<file path="src/hw/ptc_regs.svh">
// Register offsets, field positions and reset values of the periodic tick counter.
// Assumes a byte-wide register port with a three-bit word address.
`ifndef PTC_REGS_SVH
`define PTC_REGS_SVH

`define PTC_ADDR_W 3
`define PTC_DATA_W 8
`define PTC_PRE_W 18

`define PTC_OFF_STATUS_CONTROL 3'h0
`define PTC_OFF_COUNT 3'h1
`define PTC_OFF_MATCH_LIMIT 3'h2
`define PTC_OFF_EVENT_STATUS 3'h3
`define PTC_OFF_EVENT_MASK 3'h4

`define PTC_SC_FLAG_BIT 7
`define PTC_EVT_MATCH_BIT 0

`define PTC_RST_BYTE 8'h00
`define PTC_RST_PRE 18'h00000
`define PTC_PRE_ONE 18'h00001
`define PTC_CNT_ONE 8'h01
`define PTC_PS_OFF 4'h0
`define PTC_SRC_LPO 2'h0
`define PTC_SRC_NUM 3
`define PTC_SYNC_LEN 3

`endif

</file>
<file path="src/hw/ptc_pkg.sv">
// Types shared by the periodic tick counter: register request carrier and control layout.
// Assumes ptc_regs.svh is on the include path.
`include "ptc_regs.svh"

package ptc_pkg;

  typedef logic [`PTC_ADDR_W-1:0] ptc_addr_t;
  typedef logic [`PTC_DATA_W-1:0] ptc_byte_t;
  typedef logic [`PTC_PRE_W-1:0] ptc_pre_t;

  // One register request; rd and wr are never high together.
  typedef struct packed {
    logic rd;
    logic wr;
    ptc_addr_t addr;
    ptc_byte_t wdata;
  } ptc_bus_s;

  // Field order equals the status/control byte layout, bit 7 down to bit 0.
  typedef struct packed {
    logic match_flag;
    logic [1:0] source_select;
    logic match_irq_enable;
    logic [3:0] prescale_select;
  } ptc_ctrl_s;

  typedef enum logic [2:0] {
    PTC_CLK_LPO = 3'h1,
    PTC_CLK_EXT = 3'h2,
    PTC_CLK_INT = 3'h4
  } ptc_src_e;

endpackage : ptc_pkg

</file>
<file path="src/hw/ptc_periodic_tick_counter.sv">
// Periodic tick counter: source select, prescaler, 8-bit modulo counter and match interrupt.
// Assumes all source clocks are far slower than the 100 MHz register clock; they are
// sampled as data, so each source must stay high and low for at least two clock periods.
//
// The implementer's own choices: the register addresses and the address-and-strobe port.
`timescale 1ns/1ps
`default_nettype none
`include "ptc_regs.svh"

// Operation
// - Counter advances per prescaler period, wraps at limit
// - Flag sets on step from limit to zero
// - Limit zero sets flag every prescaler tick
// - Bit 7 flag; write one clears flag
// - Bit 4 enables interrupt while flag set
// - Bits 6:5 pick the prescaler source
// - Changed source select clears prescaler and counter
// - Changed prescale select clears prescaler and counter
// - Any limit write clears prescaler and counter
// - Count register reads count, ignores writes
// - Prescale code zero stops counting
// - Low source bit zero divider table
// - Low source bit one divider table
// - Reset: stopped, zero, oscillator source, flags clear
// - Counting and interrupt continue in wait
// - Deep stop keeps only oscillator source running
// - Debug freezes counting, resumes from held value
module ptc_periodic_tick_counter (
  input wire logic clock,
  input wire logic reset,
  input wire ptc_pkg::ptc_bus_s bus_req,
  output var ptc_pkg::ptc_byte_t bus_rdata,
  input wire logic low_power_osc_clock,
  input wire logic external_ref_clock,
  input wire logic internal_ref_clock,
  input wire logic debug_active,
  input wire logic stop_deep,
  output logic irq
);
  import ptc_pkg::*;

  ptc_ctrl_s ctrl;
  ptc_byte_t tick_count;
  ptc_byte_t tick_match_limit;
  ptc_byte_t event_status;
  ptc_byte_t event_mask;
  ptc_pre_t pre_count;
  logic [`PTC_SYNC_LEN-1:0] sync [`PTC_SRC_NUM];
  logic [`PTC_SRC_NUM-1:0] src_level;
  logic [`PTC_SRC_NUM-1:0] src_rise;
  logic [`PTC_SRC_NUM-1:0] src_raw;
  ptc_ctrl_s wr_ctrl;
  ptc_pre_t divisor;
  ptc_src_e src_onehot;
  logic wr_sc;
  logic wr_limit;
  logic restart;
  logic src_ok;
  logic running;
  logic src_edge;
  logic tick;
  logic wrap;

  // Divide ratio for a prescale code; the low source bit picks the table row.
  function automatic ptc_pre_t div_of(input logic row, input logic [3:0] ps);
    ptc_pre_t d;
    d = `PTC_PRE_ONE;
    case ({row, ps})
      5'h01: d = 18'h00008;
      5'h02: d = 18'h00020;
      5'h03: d = 18'h00040;
      5'h04: d = 18'h00080;
      5'h05: d = 18'h00100;
      5'h06: d = 18'h00200;
      5'h07: d = 18'h00400;
      5'h08: d = 18'h00001;
      5'h09: d = 18'h00002;
      5'h0a: d = 18'h00004;
      5'h0b: d = 18'h0000a;
      5'h0c: d = 18'h00010;
      5'h0d: d = 18'h00064;
      5'h0e: d = 18'h001f4;
      5'h0f: d = 18'h003e8;
      5'h11: d = 18'h00400;
      5'h12: d = 18'h00800;
      5'h13: d = 18'h01000;
      5'h14: d = 18'h02000;
      5'h15: d = 18'h04000;
      5'h16: d = 18'h08000;
      5'h17: d = 18'h10000;
      5'h18: d = 18'h003e8;
      5'h19: d = 18'h007d0;
      5'h1a: d = 18'h01388;
      5'h1b: d = 18'h02710;
      5'h1c: d = 18'h04e20;
      5'h1d: d = 18'h0c350;
      5'h1e: d = 18'h186a0;
      5'h1f: d = 18'h30d40;
      default: d = `PTC_PRE_ONE;
    endcase
    return d;
  endfunction : div_of

  assign src_raw = {internal_ref_clock, external_ref_clock, low_power_osc_clock};

  // Each source is sampled by three flops; a level counts only once the last two agree,
  // so the first flop feeds nothing but the second.
  // source edge crossing
  genvar gi;
  generate
    for (gi = 0; gi < `PTC_SRC_NUM; gi++) begin : g_sync
      always_ff @(posedge clock) begin
        if (reset) begin
          sync[gi] <= '0;
          src_level[gi] <= 1'b0;
        end else begin
          sync[gi] <= {sync[gi][`PTC_SYNC_LEN-2:0], src_raw[gi]};
          if (sync[gi][1] == sync[gi][2]) begin
            src_level[gi] <= sync[gi][2];
          end
        end
      end
      assign src_rise[gi] = (sync[gi][1] == sync[gi][2]) && sync[gi][2] && !src_level[gi];
    end
  endgenerate

  always_comb begin
    case (ctrl.source_select)
      2'h0: src_onehot = PTC_CLK_LPO;
      2'h1: src_onehot = PTC_CLK_EXT;
      default: src_onehot = PTC_CLK_INT;
    endcase
  end
  assign src_edge = |(src_rise & src_onehot);

  assign src_ok = (ctrl.source_select == `PTC_SRC_LPO) || !stop_deep;

  // Wait mode needs no input: counting and the interrupt simply keep going.
  // wait keeps running
  assign running = (ctrl.prescale_select != `PTC_PS_OFF) && !debug_active && src_ok;

  assign divisor = div_of(ctrl.source_select[0], ctrl.prescale_select);

  assign wr_sc = bus_req.wr && (bus_req.addr == `PTC_OFF_STATUS_CONTROL);
  assign wr_limit = bus_req.wr && (bus_req.addr == `PTC_OFF_MATCH_LIMIT);
  assign wr_ctrl = ptc_ctrl_s'(bus_req.wdata);

  assign restart = wr_limit ||
                   (wr_sc && (wr_ctrl.source_select != ctrl.source_select)) ||
                   (wr_sc && (wr_ctrl.prescale_select != ctrl.prescale_select));

  assign tick = running && src_edge && (pre_count == divisor - `PTC_PRE_ONE);
  assign wrap = tick && (tick_count == tick_match_limit);

  always_ff @(posedge clock) begin
    if (reset) begin
      ctrl.source_select <= `PTC_SRC_LPO;
      ctrl.match_irq_enable <= 1'b0;
      ctrl.prescale_select <= `PTC_PS_OFF;
    end else if (wr_sc) begin
      ctrl.source_select <= wr_ctrl.source_select;
      ctrl.match_irq_enable <= wr_ctrl.match_irq_enable;
      ctrl.prescale_select <= wr_ctrl.prescale_select;
    end
  end

  always_ff @(posedge clock) begin
    if (reset) begin
      tick_match_limit <= `PTC_RST_BYTE;
    end else if (wr_limit) begin
      tick_match_limit <= bus_req.wdata;
    end
  end

  // The prescaler holds its value while not running, so a debug freeze resumes in place.
  always_ff @(posedge clock) begin
    if (reset || restart) begin
      pre_count <= `PTC_RST_PRE;
    end else if (running && src_edge) begin
      pre_count <= tick ? `PTC_RST_PRE : pre_count + `PTC_PRE_ONE;
    end
  end

  always_ff @(posedge clock) begin
    if (reset || restart) begin
      tick_count <= `PTC_RST_BYTE;
    end else if (tick) begin
      tick_count <= wrap ? `PTC_RST_BYTE : tick_count + `PTC_CNT_ONE;
    end
  end

  // A wrap in the clearing cycle wins, so no match is lost.
  // flag on wrap
  always_ff @(posedge clock) begin
    if (reset) begin
      ctrl.match_flag <= 1'b0;
    end else if (wrap) begin
      ctrl.match_flag <= 1'b1;
    end else if (wr_sc && bus_req.wdata[`PTC_SC_FLAG_BIT]) begin
      ctrl.match_flag <= 1'b0;
    end
  end

  // Sticky event copy for polling code; a read clears it, a new event wins.
  always_ff @(posedge clock) begin
    if (reset) begin
      event_status <= `PTC_RST_BYTE;
    end else if (wrap) begin
      event_status[`PTC_EVT_MATCH_BIT] <= 1'b1;
    end else if (bus_req.rd && (bus_req.addr == `PTC_OFF_EVENT_STATUS)) begin
      event_status <= `PTC_RST_BYTE;
    end
  end

  always_ff @(posedge clock) begin
    if (reset) begin
      event_mask <= `PTC_RST_BYTE;
    end else if (bus_req.wr && (bus_req.addr == `PTC_OFF_EVENT_MASK)) begin
      event_mask <= bus_req.wdata;
    end
  end

  always_ff @(posedge clock) begin
    if (reset) begin
      irq <= 1'b0;
    end else begin
      irq <= (ctrl.match_flag && ctrl.match_irq_enable) || (|(event_status & event_mask));
    end
  end

  always_ff @(posedge clock) begin
    if (reset || !bus_req.rd) begin
      bus_rdata <= `PTC_RST_BYTE;
    end else begin
      case (bus_req.addr)
        `PTC_OFF_STATUS_CONTROL: bus_rdata <= ctrl;
        `PTC_OFF_COUNT: bus_rdata <= tick_count;
        `PTC_OFF_MATCH_LIMIT: bus_rdata <= tick_match_limit;
        `PTC_OFF_EVENT_STATUS: bus_rdata <= event_status;
        `PTC_OFF_EVENT_MASK: bus_rdata <= event_mask;
        default: bus_rdata <= `PTC_RST_BYTE;
      endcase
    end
  end
endmodule : ptc_periodic_tick_counter
`default_nettype wire

</file>
<file path="config.mk">
export PLATFORM = sky130hd
export DESIGN_NAME = ptc_periodic_tick_counter
export DESIGN_NICKNAME = d
export VERILOG_FILES = /design/src/hw/ptc_pkg.sv /design/src/hw/ptc_periodic_tick_counter.sv
export VERILOG_INCLUDE_DIRS = /design/src /design/src/hw
export SDC_FILE = /design/constraint.sdc
export NUM_CORES = 1
export LEC_CHECK = 0
export ABC_AREA = 1
export BUFFER_PORTS_ARGS = -buffer_cell sky130_fd_sc_hd__buf_2
export CORE_ASPECT_RATIO = 0.6
export CORE_MARGIN = 10
export CORE_UTILIZATION = 55
export DETAILED_ROUTE_END_ITERATION = 16
export GPL_TIMING_DRIVEN = 0
export HOLD_SLACK_MARGIN = 0.06
export PLACE_DENSITY = 0.73
export RECOVER_POWER = 100
export SETUP_SLACK_MARGIN = 0.15
export SYNTH_ARGS = -nofsm -noshare
export SYNTH_HDL_FRONTEND = slang
export SYNTH_SLANG_ARGS = --single-unit
export TNS_END_PERCENT = 30
</file>
<file path="constraint.sdc">
create_clock -name clock -period 3.8 [get_ports clock]
set_input_delay 0.38 -clock clock [delete_from_list [all_inputs] [get_ports clock]]
set_output_delay 0.38 -clock clock [all_outputs]
set_load 0.03 [all_outputs]
</file>
==> results.md <==
- The run finished with clean final reports.
- Once the clock tree was built, the resizer swapped 0 gates to a different size.
- The part of the power in the clock network is 0.412.
- The netlist area before placement is 5040 µm².
- For this design the static power due to leakage is 2.56 nW.
- The met1 wire length is 6.98 mm.
- The height of the die is 94.1 µm.
- The level count of the clock H-tree is 3.
- The uppermost layer routed is met4.
- The ratio of routed vias to standard cells is 5.44.
- In this run, synthesis inferred 0 flip-flops with an integrated enable.
- Across the routed clock network, the largest skew measured is 0.00819 ns.
- After the last flow step, the layout net total stands at 819.
- The cell taking the most area after synthesis is sky130_fd_sc_hd__dfxtp_1.
- The area growth from synthesis to layout is 10.1%.
- The final count of hold timing violations was 0.
- The total CTS buffers is 9.
- In the final layout, the share of cells above drive strength 1 is 0.0795.
- TritonCTS built the clock tree.
- Clock-pin slew was measured on the worst setup and hold paths at 0.07 ns.
- For this block, the initial DRC count from the detailed router was 598.
- The number of global-route vias before repair came to 4506.
- The first global-routing pass estimated 22.4 mm of wire.
- The clock tree buffer depth is 2.
- The clock insertion delay at the later pin of the skew report is 0.35 ns.
- Of the total power, the share spent switching nets is 0.275.
- The combined global-route utilization of all metal layers is 0.208.
- The routed design uses 4.90 mm of met2 wire.
- The power density normalized to cell area is 374 nW/µm².
- Setup repair after global routing left no endpoint under its margin.
- The cell total after placement is 888.
- The wire length on met3 is 1.52 mm.
- The worst min-delay path category is in -> reg.
- Prior to clock tree synthesis, the placed netlist has a worst setup slack of 0.942 ns.
- The gate count after technology mapping is 748.
- The total global routing overflow is 0.
- The die covers 13500 µm².
- The most used flip-flop cell after synthesis is sky130_fd_sc_hd__dfxtp_1.
- Setup violations remaining at the end of the flow were counted as 0.
- Internal power comes to 1.50 mW.
- The highest net fanout along the worst path is 10.
- In the post-synthesis netlist, the biggest area contributors are sky130_fd_sc_hd__dfxtp_1 (36%), sky130_fd_sc_hd__nand2_1 (12%), sky130_fd_sc_hd__nor2_1 (8.6%).
- The number of antenna violations at the first check in global routing was 0.
- The routed wire length is 13.5 mm.
- The logic gate share of total power is 0.120.
- The slew at the pin closest to its max-slew limit is 0.696 ns.
- Counting every sink on the clock net gives 90.
- The highest clock rate is 338 MHz.
- In the final routed layout, each cell accounts on average for 15.0 µm.
- The final standard cell count with taps included and fillers excluded is 904.
- The final setup slack of the worst path is 0.838 ns.
- Measured against its own limit, the worst slew margin works out to 0.536.
- The cts-stage hold buffer count is 0.
- The repair_antennas step left the layout with diodes totalling 0.
- The share of the synthesized area in the top cell type is 0.358.
- The setup path with the least slack is of type in -> reg.
- The final cycle utilization of the critical path is 0.780.
- The count of unresolved DRC violations after routing is 0.
- The post-CTS setup buffer count is 0.
- Entering global routing, the biggest net connects 17 pins.
- The number of unique standard cell types used by synthesis is 46.
- After synthesis the netlist holds a flip-flop and latch count of 90.
- The number of nets in the synthesized netlist is 780.
- The die boundary width is 144 µm.
- Across the run, the number of max-cap violations was 0.
- The register share of total power is 0.468.
- The clock period minus final worst setup slack is 2.96 ns.
- The root buffer cell chosen for the clock tree is sky130_fd_sc_hd__clkbuf_16.
- The share of the Yosys chip area taken by registers is 0.358.
- The detailed router placed 4915 vias in this run.
- The final RePlAce weighted congestion is 0.959.
- The count of buffers added on input and output ports is 28.
- The worst setup path is captured at a flip-flop.
- The floorplan has 26 rows.
- In this run the power spent charging and discharging nets is 571 µW.
- The total area inside the core boundary comes to 8720 µm².
- The starting utilization of the core area is 0.578.
- The worst-case IR drop observed on VDD is 0.219 mV.
- The top-level port count is 29.
- The count of final max-slew check failures was 0.
- The worst path arrival time is 3.18 ns.
- At the worst endpoint, the required time is 4.02 ns.
- The post-detailed-route count of antenna-violating nets is 0.
- During synthesis, Yosys emitted a total of 0 warnings.
- After synthesis, the share of flip-flops with an asynchronous set or reset is 0.
- The half-perimeter wire length after placement is 10.8 mm.
- The sum of negative setup slack is 0 ns.
- STA classifies the critical path startpoint as an input port.
- The synthesized area per cell is 6.73 µm².
- The number of detailed-routing iterations run before antenna repair is 7.
flip-flops by register name, indices dropped and copies added, names as in the netlist:
register          count
event_status          1
tick_count            8
irq                   1
tick_match_limit      8
ctrl                  8
bus_rdata             8
event_mask            8
divisor              18
pre_count            18
sync                  9
src_level             3
stage by stage:
stage / hold slack [ns] / utilization / instance area [µm²] / total power [mW]
floorplan: 0.388 / - / 5040 / 1.17
global placement: 0.390 / 0.610 / 5320 / 1.24
detailed placement: 0.397 / 0.610 / 5320 / 1.24
CTS: 0.226 / 0.643 / 5600 / 2.09
global route: 0.247 / 0.636 / 5540 / 2.16
finish: 0.227 / 0.636 / 5540 / 2.08
synthesized netlist by cell type (12+ instances only):
cell type and instances:
sky130_fd_sc_hd__o21ai_0 29, sky130_fd_sc_hd__nand3_1 45, sky130_fd_sc_hd__ha_1 12, sky130_fd_sc_hd__nor2_1 116, sky130_fd_sc_hd__a21oi_1 48, sky130_fd_sc_hd__inv_1 101, sky130_fd_sc_hd__dfxtp_1 90, sky130_fd_sc_hd__nand4_1 13
sky130_fd_sc_hd__nand2_1 160, sky130_fd_sc_hd__xor2_1 18
power groups by stage:
stage	clock, mW	combinational (mW)	sequential (mW)
6_report	0.856	0.249	0.971
2_1_floorplan	0	0.180	0.989
5_1_grt	0.904	0.281	0.972
4_1_cts	0.865	0.249	0.971
3_3_place_gp	0	0.245	0.992
3_5_place_dp	0	0.248	0.992
critical path: stages:
cell	delay, ns
sky130_fd_sc_hd__clkbuf_1	0.11
sky130_fd_sc_hd__nor2_1	0.10
sky130_fd_sc_hd__inv_1	0.06
sky130_fd_sc_hd__nor2_1	0.48
sky130_fd_sc_hd__nand2_1	0.20
sky130_fd_sc_hd__buf_2	0.24
sky130_fd_sc_hd__nand2_1	0.08
sky130_fd_sc_hd__nand2_1	0.06
sky130_fd_sc_hd__nor2_1	0.47
sky130_fd_sc_hd__inv_1	0.23
sky130_fd_sc_hd__ha_1	0.27
sky130_fd_sc_hd__inv_1	0.07
sky130_fd_sc_hd__nor2_1	0.04
sky130_fd_sc_hd__inv_1	0.08
sky130_fd_sc_hd__nor2_1	0.05
sky130_fd_sc_hd__a21oi_1	0.17
sky130_fd_sc_hd__o22ai_1	0.10
cell type report:
cell class	instances	area, µm²
Fill cell	834	3170
Multi-Input combinational cell	535	2720
Sequential cell	90	1800
Inverter	109	409
Clock buffer	10	239
Tap cell	112	140
Timing Repair Buffer	28	125
Buffer	14	58.8
Clock inverter	6	48.8
cells in the final DEF (no fill, tap or decap), types with 2 or more instances in the layout:
cell                         synthesis  final
sky130_fd_sc_hd__nand2_1           160    166
sky130_fd_sc_hd__nor2_1            116    118
sky130_fd_sc_hd__inv_1             101    105
sky130_fd_sc_hd__dfxtp_1            90     90
sky130_fd_sc_hd__a21oi_1            48     48
sky130_fd_sc_hd__nand3_1            45     45
sky130_fd_sc_hd__o21ai_0            29     30
sky130_fd_sc_hd__clkbuf_1            6     21
sky130_fd_sc_hd__buf_2               6     20
sky130_fd_sc_hd__xor2_1             18     18
sky130_fd_sc_hd__nand4_1            13     13
sky130_fd_sc_hd__ha_1               12     12
sky130_fd_sc_hd__nor3_1             11     11
sky130_fd_sc_hd__xnor2_1            11     11
sky130_fd_sc_hd__clkbuf_16           0      9
sky130_fd_sc_hd__nor2_2              8      8
sky130_fd_sc_hd__a221oi_1            8      8
sky130_fd_sc_hd__o22ai_1             7      7
sky130_fd_sc_hd__nand2_2            11      6
sky130_fd_sc_hd__nand3b_1            4      4
sky130_fd_sc_hd__inv_2               7      3
sky130_fd_sc_hd__o21a_1              3      3
sky130_fd_sc_hd__a211oi_1            3      3
sky130_fd_sc_hd__clkinvlp_4          0      3
sky130_fd_sc_hd__a31oi_1             2      2
sky130_fd_sc_hd__xor2_2              2      2
sky130_fd_sc_hd__nor2_4              4      2
sky130_fd_sc_hd__o21bai_1            2      2
sky130_fd_sc_hd__o21ai_2             2      2
sky130_fd_sc_hd__inv_6               0      2
cells by family (layout without fill, tap and decap cells):
| family | count (synthesis) | after routing | share of synthesized area |
|---|---|---|---|
| AND/OR/NAND/NOR | 380 | 380 | 0.330 |
| XOR/XNOR | 31 | 31 | 0.0569 |
| adder cells (fa/ha/maj) | 12 | 12 | 0.0298 |
| buffers and inverters | 123 | 167 | 0.0949 |
| flip-flops | 90 | 90 | 0.358 |
| AO/OA/AOI/OAI | 112 | 112 | 0.130 |
layer usage:
| layer | vias to the layer above | global-route usage |
|---|---|---|
| li1 | 2467 | - |
| met1 | 2209 | 0.315 |
| met2 | 222 | 0.275 |
| met3 | 17 | 0.0561 |
| met4 | 0 | 0.0575 |
| met5 | - | 0 |
final timing paths:
path | from | to | slack [ns] | cells after the start
worst max-delay path | bus_req[8] | divisor[8] | 0.84 | 17
worst min-delay path | low_power_osc_clock | sync[0][0] | 0.23 | 3
worst max register to register | divisor[0] | tick_count[6] | 1.03 | 14
worst min register to register | sync[1][0] | sync[1][1] | 0.40 | 2
No activity file was read; power rests on OpenSTA's default activity.
